### config.mk
export PLATFORM = sky130hd
export DESIGN_NAME = cxr_top
export DESIGN_NICKNAME = d
export VERILOG_FILES = /design/src/core/cxr_pkg.sv /design/src/core/cxr_fifo.sv /design/src/core/cxr_top.sv
export VERILOG_INCLUDE_DIRS = /design/src /design/src/core
export SDC_FILE = /design/constraint.sdc
export NUM_CORES = 1
export LEC_CHECK = 0
export BUFFER_PORTS_ARGS = -buffer_cell sky130_fd_sc_hd__buf_2
export CORE_MARGIN = 4
export CORE_UTILIZATION = 60
export DETAILED_ROUTE_END_ITERATION = 10
export PLACE_DENSITY = 0.92
export SYNTH_ARGS = -nofsm -noshare
export SYNTH_HDL_FRONTEND = slang
export SYNTH_SLANG_ARGS = --single-unit
### constraint.sdc
create_clock -name sys_clk -period 16.8 [get_ports sys_clk]
set_input_delay 3.36 -clock sys_clk [delete_from_list [all_inputs] [get_ports sys_clk]]
set_output_delay 3.36 -clock sys_clk [all_outputs]
set_load 0.02 [all_outputs]
### src/core/cxr_defines.svh
// offsets, field positions and constants of the extraction rewriter
`ifndef CXR_DEFINES_SVH
`define CXR_DEFINES_SVH

`define CXR_NUM_QUEUES 8
`define CXR_HDR_LAST 4'hF
`define CXR_MAC_LAST 4'hB
`define CXR_CNT_RESET 4'h0
`define CXR_POP_NONE 8'h00
`define CXR_POP_ONE 8'h01
`define CXR_QIDX_RESET 3'h7

`define CXR_SWAP_CMD 4'h8
`define CXR_MCAST_BIT 40
`define CXR_PTP2_CMD 3'h3

`define CXR_LEN_BIAS 15'h0050
`define CXR_LEN_UNIT 15'h003C

`define CXR_RSV_TOP_BIT 127
`define CXR_RWC_LSB 117
`define CXR_RXT_LSB 85
`define CXR_LREM_LSB 79
`define CXR_LWRD_LSB 71
`define CXR_RSV_MID_LSB 47
`define CXR_SRCP_LSB 43
`define CXR_RULE_LSB 37
`define CXR_RSV_LOW_BIT 36
`define CXR_SMPL_LSB 32
`define CXR_HIT_BIT 31
`define CXR_DROP_BIT 30
`define CXR_LRN_LSB 28
`define CXR_QMASK_LSB 20
`define CXR_CLASS_LSB 17
`define CXR_TAG_BIT 16
`define CXR_PCP_LSB 13
`define CXR_DEI_BIT 12
`define CXR_VID_LSB 0

`endif

### src/core/cxr_pkg.sv
// types shared by the extraction rewriter files
package cxr_pkg;
    typedef logic [7:0] cxr_byte_t;
    typedef logic [7:0] cxr_qmask_t;
    typedef enum logic [5:0] {
        ST_IDLE = 6'h01,
        ST_WAIT = 6'h02,
        ST_HDR = 6'h04,
        ST_CAP = 6'h08,
        ST_MAC = 6'h10,
        ST_PASS = 6'h20
    } cxr_state_t;
endpackage : cxr_pkg

### src/core/cxr_fifo.sv
// small fifo with registered read data
`timescale 1ns/1ps
`default_nettype none
module cxr_fifo #(
    parameter int WIDTH = 11,
    parameter int DEPTH = 8
) (
    input wire logic sys_clk,
    input wire logic rst,
    input wire logic ce,
    input wire logic wr_valid,
    output logic wr_ready,
    input wire logic [WIDTH-1:0] wr_data,
    output logic rd_valid,
    input wire logic rd_ready,
    output logic [WIDTH-1:0] rd_data
);
    import cxr_pkg::*;
    localparam int AW = $clog2(DEPTH);
    logic [WIDTH-1:0] mem [DEPTH];
    logic [AW-1:0] wp_reg;
    logic [AW-1:0] rp_reg;
    logic [AW:0] cnt_reg;
    logic [WIDTH-1:0] rd_data_reg;
    logic rd_valid_reg;
    logic push;
    logic load;

    assign wr_ready = ce && (cnt_reg != (AW+1)'(DEPTH));
    assign push = wr_valid && wr_ready;
    assign load = ce && (cnt_reg != '0) && (!rd_valid_reg || rd_ready);
    assign rd_valid = rd_valid_reg && ce;
    assign rd_data = rd_data_reg;

    always_ff @(posedge sys_clk) begin
        if (push) begin
            mem[wp_reg] <= wr_data;
        end
    end

    always_ff @(posedge sys_clk or posedge rst) begin
        if (rst) begin
            wp_reg <= '0;
            rp_reg <= '0;
            cnt_reg <= '0;
        end else begin
            if (push) begin
                wp_reg <= wp_reg + 1'b1;
            end
            if (load) begin
                rp_reg <= rp_reg + 1'b1;
            end
            cnt_reg <= cnt_reg + (AW+1)'(push) - (AW+1)'(load);
        end
    end

    always_ff @(posedge sys_clk or posedge rst) begin
        if (rst) begin
            rd_valid_reg <= 1'b0;
            rd_data_reg <= '0;
        end else if (load) begin
            rd_valid_reg <= 1'b1;
            rd_data_reg <= mem[rp_reg];
        end else if (ce && rd_ready) begin
            rd_valid_reg <= 1'b0;
        end
    end
endmodule : cxr_fifo
`default_nettype wire

### src/core/cxr_top.sv
// cpu extraction scheduler and header rewriter
`timescale 1ns/1ps
`default_nettype none
`include "cxr_defines.svh"

// Summary of operation
// - lookup command 8 swaps the MACs
// - swapped source MAC gets bit 40 cleared
// - replace flag loads per-port source MAC
// - eight queues mapped to ports 11, 12
// - strict mode serves highest non-empty queue
// - round robin serves mapped queues in turn
// - header enable prepends extraction header
// - 9-bit rewrite command at bit 117
// - receive time 32 bits at bit 85
// - length remainder and words encode length
// - ingress port 4 bits at bit 43
// - rule identifier 6 bits at 37
// - sampling identifier 4 bits at 32
// - bit 31 set on copy actions
// - bit 30 carries drop level
// - learning action 2 bits at 28
// - queue hit mask 8 bits at 20
// - service class 3 bits at 17
// - bit 16 gives tag kind
// - pcp, dei and vid at 13, 12, 0
module cxr_top (
    input wire logic sys_clk,
    input wire logic rst,
    input wire logic ce,
    input wire cxr_pkg::cxr_qmask_t queue_nonempty,
    input wire cxr_pkg::cxr_qmask_t queue_port_map,
    input wire logic [1:0] round_robin_enable,
    input wire logic [1:0] header_insert_enable,
    output cxr_pkg::cxr_qmask_t queue_pop,
    input wire logic in_valid,
    output logic in_ready,
    input wire cxr_pkg::cxr_byte_t in_data,
    input wire logic in_sof,
    input wire logic in_eof,
    input wire logic [8:0] rewrite_command,
    input wire logic [31:0] receive_time_value,
    input wire logic [13:0] frame_length,
    input wire logic [3:0] ingress_port_number,
    input wire logic [5:0] rule_identifier,
    input wire logic [3:0] sampling_identifier,
    input wire logic copy_to_host_action,
    input wire logic single_hit_copy_action,
    input wire logic drop_level,
    input wire logic [1:0] learning_action,
    input wire cxr_pkg::cxr_qmask_t queue_hit_mask,
    input wire logic [2:0] service_class,
    input wire logic tag_kind,
    input wire logic [2:0] pcp,
    input wire logic dei,
    input wire logic [11:0] vid,
    input wire logic [3:0] lookup_rewrite_command,
    input wire logic source_address_replace_enable,
    input wire logic [47:0] egress_source_address_low,
    input wire logic [47:0] egress_source_address_high,
    output logic out_valid,
    input wire logic out_ready,
    output cxr_pkg::cxr_byte_t out_data,
    output logic out_sof,
    output logic out_eof,
    output logic out_port,
    output logic busy
);
    import cxr_pkg::*;

    // pick a queue: strict takes the highest, round robin the next after last
    function automatic logic [3:0] pick_queue(
        input logic [7:0] elig,
        input logic rr,
        input logic [2:0] last
    );
        logic [3:0] res;
        logic [2:0] j;
        res = 4'h0;
        if (!rr) begin
            for (int i = 0; i < `CXR_NUM_QUEUES; i++) begin
                if (elig[i]) begin
                    res = {1'b1, 3'(i)};
                end
            end
        end else begin
            for (int k = `CXR_NUM_QUEUES; k >= 1; k--) begin
                j = last + 3'(k);
                if (elig[j]) begin
                    res = {1'b1, j};
                end
            end
        end
        return res;
    endfunction : pick_queue

    // new address pair after swap or source replacement
    function automatic logic [95:0] fix_mac(
        input logic [95:0] raw,
        input logic swap,
        input logic repl,
        input logic [47:0] addr
    );
        logic [95:0] res;
        res = raw;
        if (swap) begin
            res = {raw[47:0], raw[95:48]};
            res[`CXR_MCAST_BIT] = 1'b0;
        end else if (repl) begin
            res[47:0] = addr;
        end
        return res;
    endfunction : fix_mac

    cxr_state_t state_reg;
    logic [3:0] cnt_reg;
    logic [127:0] hdr_reg;
    logic [127:0] hdr_next;
    logic [95:0] cap_reg;
    logic [95:0] mac_reg;
    logic [95:0] cap_next;
    logic swap_reg;
    logic repl_reg;
    logic port_reg;
    logic hdr_used_reg;
    logic eof_seen_reg;
    logic [2:0] last0_reg;
    logic [2:0] last1_reg;
    logic turn_reg;
    logic [7:0] elig0;
    logic [7:0] elig1;
    logic [3:0] pick0;
    logic [3:0] pick1;
    logic grant_port;
    logic [2:0] grant_q;
    logic start;
    logic [14:0] len_biased;
    logic push_valid;
    logic push_ready;
    logic push_sof;
    logic push_eof;
    cxr_byte_t push_byte;
    logic push_fire;
    logic in_fire;
    logic [47:0] port_addr;

    // queue scheduling per cpu port, ports alternate when both have work
    assign elig0 = queue_nonempty & ~queue_port_map;
    assign elig1 = queue_nonempty & queue_port_map;
    assign pick0 = pick_queue(elig0, round_robin_enable[0], last0_reg);
    assign pick1 = pick_queue(elig1, round_robin_enable[1], last1_reg);
    assign grant_port = (pick0[3] && pick1[3]) ? turn_reg : pick1[3];
    assign grant_q = grant_port ? pick1[2:0] : pick0[2:0];
    assign start = ce && (state_reg == ST_IDLE) && (pick0[3] || pick1[3]);
    assign queue_pop = start ? (`CXR_POP_ONE << grant_q) : `CXR_POP_NONE;
    assign busy = (state_reg != ST_IDLE);

    always_ff @(posedge sys_clk or posedge rst) begin
        if (rst) begin
            last0_reg <= `CXR_QIDX_RESET;
            last1_reg <= `CXR_QIDX_RESET;
            turn_reg <= 1'b0;
        end else if (start) begin
            turn_reg <= ~grant_port;
            if (grant_port) begin
                last1_reg <= grant_q;
            end else begin
                last0_reg <= grant_q;
            end
        end
    end

    // extraction header assembled from the side-band of the first beat
    assign len_biased = 15'(frame_length) + `CXR_LEN_BIAS;

    always_comb begin
        hdr_next = '0;
        hdr_next[`CXR_RWC_LSB +: 9] = rewrite_command;
        hdr_next[`CXR_RXT_LSB +: 32] = receive_time_value;
        hdr_next[`CXR_LREM_LSB +: 6] = 6'(len_biased % `CXR_LEN_UNIT);
        hdr_next[`CXR_LWRD_LSB +: 8] = 8'(len_biased / `CXR_LEN_UNIT);
        hdr_next[`CXR_SRCP_LSB +: 4] = ingress_port_number;
        hdr_next[`CXR_HIT_BIT] = copy_to_host_action | single_hit_copy_action;
        if (hdr_next[`CXR_HIT_BIT]) begin
            hdr_next[`CXR_RULE_LSB +: 6] = rule_identifier;
        end
        hdr_next[`CXR_SMPL_LSB +: 4] = sampling_identifier;
        hdr_next[`CXR_DROP_BIT] = drop_level;
        hdr_next[`CXR_LRN_LSB +: 2] = learning_action;
        hdr_next[`CXR_QMASK_LSB +: 8] = queue_hit_mask;
        hdr_next[`CXR_CLASS_LSB +: 3] = service_class;
        hdr_next[`CXR_TAG_BIT] = tag_kind;
        hdr_next[`CXR_PCP_LSB +: 3] = pcp;
        hdr_next[`CXR_DEI_BIT] = dei;
        hdr_next[`CXR_VID_LSB +: 12] = vid;
    end

    // byte stream toward the output fifo
    always_comb begin
        push_valid = 1'b0;
        push_byte = in_data;
        push_sof = 1'b0;
        push_eof = 1'b0;
        in_ready = 1'b0;
        unique case (state_reg)
            ST_IDLE, ST_WAIT: begin
            end
            ST_HDR: begin
                push_valid = 1'b1;
                push_byte = hdr_reg[127:120];
                push_sof = (cnt_reg == `CXR_CNT_RESET);
            end
            ST_CAP: begin
                in_ready = ce;
            end
            ST_MAC: begin
                push_valid = 1'b1;
                push_byte = mac_reg[95:88];
                push_sof = (cnt_reg == `CXR_CNT_RESET) && !hdr_used_reg;
                push_eof = eof_seen_reg && (cnt_reg == `CXR_MAC_LAST);
            end
            ST_PASS: begin
                push_valid = in_valid;
                push_eof = in_eof;
                in_ready = push_ready;
            end
        endcase
    end

    assign push_fire = push_valid && push_ready;
    assign in_fire = in_valid && in_ready;
    assign cap_next = {cap_reg[87:0], in_data};
    assign port_addr = {egress_source_address_high[port_reg*24 +: 24], egress_source_address_low[port_reg*24 +: 24]};

    // frame sequencing
    always_ff @(posedge sys_clk or posedge rst) begin
        if (rst) begin
            state_reg <= ST_IDLE;
            cnt_reg <= `CXR_CNT_RESET;
        end else if (ce) begin
            unique case (state_reg)
                ST_IDLE: begin
                    if (start) begin
                        state_reg <= ST_WAIT;
                    end
                end
                ST_WAIT: begin
                    if (in_valid && in_sof) begin
                        cnt_reg <= `CXR_CNT_RESET;
                        state_reg <= header_insert_enable[port_reg] ? ST_HDR : ST_CAP;
                    end
                end
                ST_HDR: begin
                    if (push_fire) begin
                        cnt_reg <= cnt_reg + 4'h1;
                        if (cnt_reg == `CXR_HDR_LAST) begin
                            cnt_reg <= `CXR_CNT_RESET;
                            state_reg <= ST_CAP;
                        end
                    end
                end
                ST_CAP: begin
                    if (in_fire) begin
                        cnt_reg <= cnt_reg + 4'h1;
                        if (cnt_reg == `CXR_MAC_LAST || in_eof) begin
                            cnt_reg <= `CXR_CNT_RESET;
                            state_reg <= ST_MAC;
                        end
                    end
                end
                ST_MAC: begin
                    if (push_fire) begin
                        cnt_reg <= cnt_reg + 4'h1;
                        if (cnt_reg == `CXR_MAC_LAST) begin
                            cnt_reg <= `CXR_CNT_RESET;
                            state_reg <= eof_seen_reg ? ST_IDLE : ST_PASS;
                        end
                    end
                end
                ST_PASS: begin
                    if (in_fire && in_eof) begin
                        state_reg <= ST_IDLE;
                    end
                end
            endcase
        end
    end

    // per-frame flags and header capture
    always_ff @(posedge sys_clk or posedge rst) begin
        if (rst) begin
            hdr_reg <= '0;
            swap_reg <= 1'b0;
            repl_reg <= 1'b0;
            port_reg <= 1'b0;
            hdr_used_reg <= 1'b0;
        end else if (ce) begin
            if (start) begin
                port_reg <= grant_port;
            end
            if (state_reg == ST_WAIT && in_valid && in_sof) begin
                hdr_reg <= hdr_next;
                hdr_used_reg <= header_insert_enable[port_reg];
                swap_reg <= (lookup_rewrite_command == `CXR_SWAP_CMD);
                repl_reg <= source_address_replace_enable;
            end else if (state_reg == ST_HDR && push_fire) begin
                hdr_reg <= {hdr_reg[119:0], 8'h00};
            end
        end
    end

    // address capture and rewrite
    always_ff @(posedge sys_clk or posedge rst) begin
        if (rst) begin
            cap_reg <= '0;
            mac_reg <= '0;
            eof_seen_reg <= 1'b0;
        end else if (ce) begin
            if (state_reg == ST_WAIT) begin
                eof_seen_reg <= 1'b0;
            end
            if (state_reg == ST_CAP && in_fire) begin
                cap_reg <= cap_next;
                eof_seen_reg <= in_eof;
                if (cnt_reg == `CXR_MAC_LAST || in_eof) begin
                    mac_reg <= fix_mac(cap_next, swap_reg, repl_reg, port_addr);
                end
            end else if (state_reg == ST_MAC && push_fire) begin
                mac_reg <= {mac_reg[87:0], 8'h00};
            end
        end
    end

    cxr_fifo #(
        .WIDTH(11),
        .DEPTH(8)
    ) u_fifo (
        .sys_clk(sys_clk),
        .rst(rst),
        .ce(ce),
        .wr_valid(push_valid),
        .wr_ready(push_ready),
        .wr_data({port_reg, push_sof, push_eof, push_byte}),
        .rd_valid(out_valid),
        .rd_ready(out_ready),
        .rd_data({out_port, out_sof, out_eof, out_data})
    );
endmodule : cxr_top
`default_nettype wire

==> qor.csv <==
stage;metric;value;unit
worst_setup_path;CP Cell Sequence;buf_2 -> nor2b_1 -> mux2_2 -> nor2_1 -> a21oi_1 -> a21oi_1 -> nor3b_1 -> a22o_1 -> o21a_1 -> inv_1 -> mux2_2 -> or3_1 -> nor3_1 -> buf_2;
worst_setup_path;Worst path max stage delay;0.39;ns
drt;wire length per cell;19.3;µm
worst_setup_path;WS Path Type;in2out;
floorplanning;IO Count;260;
yosys;post-synthesis mux area share;8.33;%
timing;worst-margin pin slew;1.34;ns
clocking;clock sink total;444;
timing;Final Max Tran Viols;0;
pwr;Worst VDD drop;0.000104;V
worst_setup_path;Required @ worst endpoint;13.44;ns
final_layout;cell area after layout;26600;µm²
timing;final hold violation count;0;
final_layout;Largest register FFs;128;
timing;RSZ-0062 raised after global routing;no;
global_routing;total grt overflow;0;
global_routing;Tot GR Track Use;30.0;%
floorplanning;overall die width;207;µm
yosys;Synth Area per Inst;8.82;µm²
timing;final worst slack;6.79;ns
yosys;async set-reset flop share out of synthesis;80.2;%
global_routing;first-pass GRT wire length;104000;µm
min_path;min-delay worst type;reg2reg;
placed_design;DP HPWL;43600;µm
drt;ANT nets after route;0;
yosys;synth unique cells;97;
yosys;register area share after synthesis;48.9;%
drt;DR top layer;met5;
floorplanning;row cnt;72;
drt;first drt pass iteration count;6;
yosys;synthesized flop and latch total;444;
worst_setup_path;critical path's slowest cell;or3_1;
yosys;Syn Std Cell Area;23600;µm²
drt;number of DRC markers in iteration 0;2217;
yosys;Cells after Synth;2682;
clocking;Clock Latency Late Sink;0.57;ns
timing;fmax;99.9;MHz
global_routing;antenna violations before repair;8;
clocking;post-CTS setup buffer count;0;
clocking;clk root buf;clkbuf_16;
global_routing;largest net degree at the start of global routing;179;
clocking;cts bufs inserted;44;
yosys;number of flops mapped to enable cells by yosys;88;
pwr;clock share of power;25.0;%
clocking;CTS tree;yes;
clocking;maximum clock path buffer count;3;
floorplanning;Starting Density;60.9;%
yosys;compound-gate portion of the synthesized area;16.9;%
global_routing;vias in the first global route;20000;
yosys;Syn Nets;2936;
yosys;synth warn;0;
worst_setup_path;Crit Path Max Fanout;5;
run_status;outcome;completed;
clocking;PostCTS Resize Cnt;0;
floorplanning;core footprint;38800;µm²
yosys;Synth Area in Adders;0.926;%
placed_design;port bufs;259;
placed_design;dpl cell area;25100;µm²
worst_setup_path;CP endpoint kind;output pin;
drt;DR vias;20900;
min_path;Hold Path Depth;2;
drt;met3 routed WL;5370;µm
drt;Post-Route WL;65400;µm
yosys;Simple-Gate Fraction of Synth Area;20.7;%
timing;crit share post-route;59.6;%
timing;fin crit period;10.01;ns
yosys;Post-Synth XOR/XNOR Area;0.741;%
final_layout;layout cell share with drive strength beyond 1;15.3;%
placed_design;pre-CTS setup slack;6.87;ns
final_layout;Nets;3082;
floorplanning;die height;207;µm
pwr;switching share of power;37.8;%
timing;Total Neg Setup Slack;0;ns
timing;worst clock skew;0.0307;ns
timing;relative slew slack;10.4;%
pwr;total net switching power;1.49;mW
pwr;Int Power;2.45;mW
placed_design;GP Congestion;0.872;
min_path;hold path startpoint;hdr_reg[53]$_DFFE_PP0P_;
clocking;H-tree level count;2;
worst_setup_path;R2R cell count;9;
final_layout;Finished Layout Cells;3386;
drt;residual DRC count;0;
pwr;Pleak;11.6;nW
yosys;top_reg_cell synth;dfrtp_1;
drt;post-DR vias/cell;6.18;
clocking;clk slew on worst S/H paths;0.06;ns
drt;routed wl met2;32400;µm
worst_setup_path;Crit path arrival time;6.65;ns
pwr;register share of total power;39.8;%
worst_setup_path;RR Endpoint;mac_reg[79]$_DFFE_PP0P_;
job;MaxCap Viol Count;0;
pwr;PwrDens;148;nW/µm²
timing;Final Setup Violations;0;
floorplanning;DIE AREA;42700;µm²
final_layout;Layout area overhead;12.4;%
worst_setup_path;flop-to-flop setup slack;12.16;ns
placed_design;Cells after DPL;3300;
min_path;Worst Hold End;hdr_reg[61]$_DFFE_PP0P_;
clocking;cts hold-fix bufs;0;
drt;M1 WL;25300;µm
pwr;Gate power share;35.1;%
worst_setup_path;worst r2r src;state_reg[1]$_DFFE_PP0P_;
yosys;largest family of logic cells by synthesized area;simple AND/OR/NAND/NOR gates;
worst_setup_path;Startpoint Class;input pin;
[Yosys cell counts, drive strengths merged (17+ instances only)]
master	count	area [µm²]
a211oi	52	395
a21oi	180	905
a31oi	92	588
buf	27	140
clkbuf	153	574
dfrtp	349	8730
edfxtp	88	2640
inv	34	128
mux2i	124	1240
mux4	24	541
nand2	712	2680
nand2b	17	106
nand3	63	315
nor2	289	1090
nor2b	20	125
nor3	27	140
o211ai	17	133
o21ai	176	888
[per-layer routing]
layer | vias up | global-route usage [%]
met5 | - | 0
met1 | 10100 | 39.9
met3 | 160 | 5.17
met2 | 983 | 50.1
met4 | 4 | 11.1
li1 | 9673 | -
[cells by family (layout without fill, tap and decap cells)]
family / after synthesis / after routing
simple gates: 1188 / 1188
compound gates: 635 / 635
flops: 444 / 444
buf+inv: 214 / 395
mux: 164 / 164
xor+xnor: 20 / 20
fa+ha+maj: 17 / 17
other cells: 0 / 5
[cell type report]
type / instances / area (µm²)
fill: 2847 / 12300
sequential: 444 / 11600
multi-input combinational: 2024 / 11300
timing repair buffer: 280 / 1470
clock buffer: 63 / 1250
tap: 518 / 648
clock inverter: 18 / 180
inverter: 34 / 135
antenna: 5 / 12.5
[layout by cell type, fill, tap and decap left out, drive strengths merged, types with 9 or more instances in the layout]
cell type    n
nand2      712
dfrtp      349
nor2       289
buf        280
a21oi      180
o21ai      176
mux2i      124
a31oi       92
edfxtp      88
nand3       63
clkbuf      63
a211oi      52
inv         34
nor3        27
mux4        24
nor2b       20
nand2b      17
o211ai      17
mux2        16
ha          15
xnor2       14
o31ai       14
clkinv      14
a22oi       13
a221oi      11
and3        10
o21a         9
a21o         9
[worst max-delay path: cells and delay by family]
kind	cells	cell delay [ns]
AND/OR/NAND/NOR	5	1.13
multiplexers	2	0.61
buffers and inverters	3	0.47
AO/OA/AOI/OAI	4	1.07
[through the flow]
step           power (mW)  hold slack [ns]  util (%)
2_1_floorplan        2.56            0.438         -
4_1_cts              3.93            0.458      68.4
3_3_place_gp         2.87            0.448      64.7
6_report             3.94            0.461      68.4
5_1_grt              4.18            0.493      68.4
3_5_place_dp         2.93            0.452      64.7
[power groups by stage]
stage	clock [mW]	combinational (mW)	sequential [mW]
final	0.986	1.38	1.57
after global routing	1.04	1.54	1.60
after CTS	0.995	1.37	1.57
after detailed placement	0	1.35	1.58
after global placement	0	1.30	1.56
after floorplan	0	1.10	1.46
[worst max-delay path by stage]
stage	start	endpoint	cells past startpoint
final	queue_nonempty[1]	queue_pop[3]	14
after global routing	queue_port_map[5]	queue_pop[2]	15
after CTS	queue_nonempty[1]	queue_pop[3]	14
after detailed placement	queue_nonempty[1]	queue_pop[3]	14
after global placement	queue_port_map[5]	queue_pop[0]	15
after floorplan	rst	cap_reg[0]$_DFFE_PP0P_	1
Note: power is estimated with default switching activity, not from simulation.
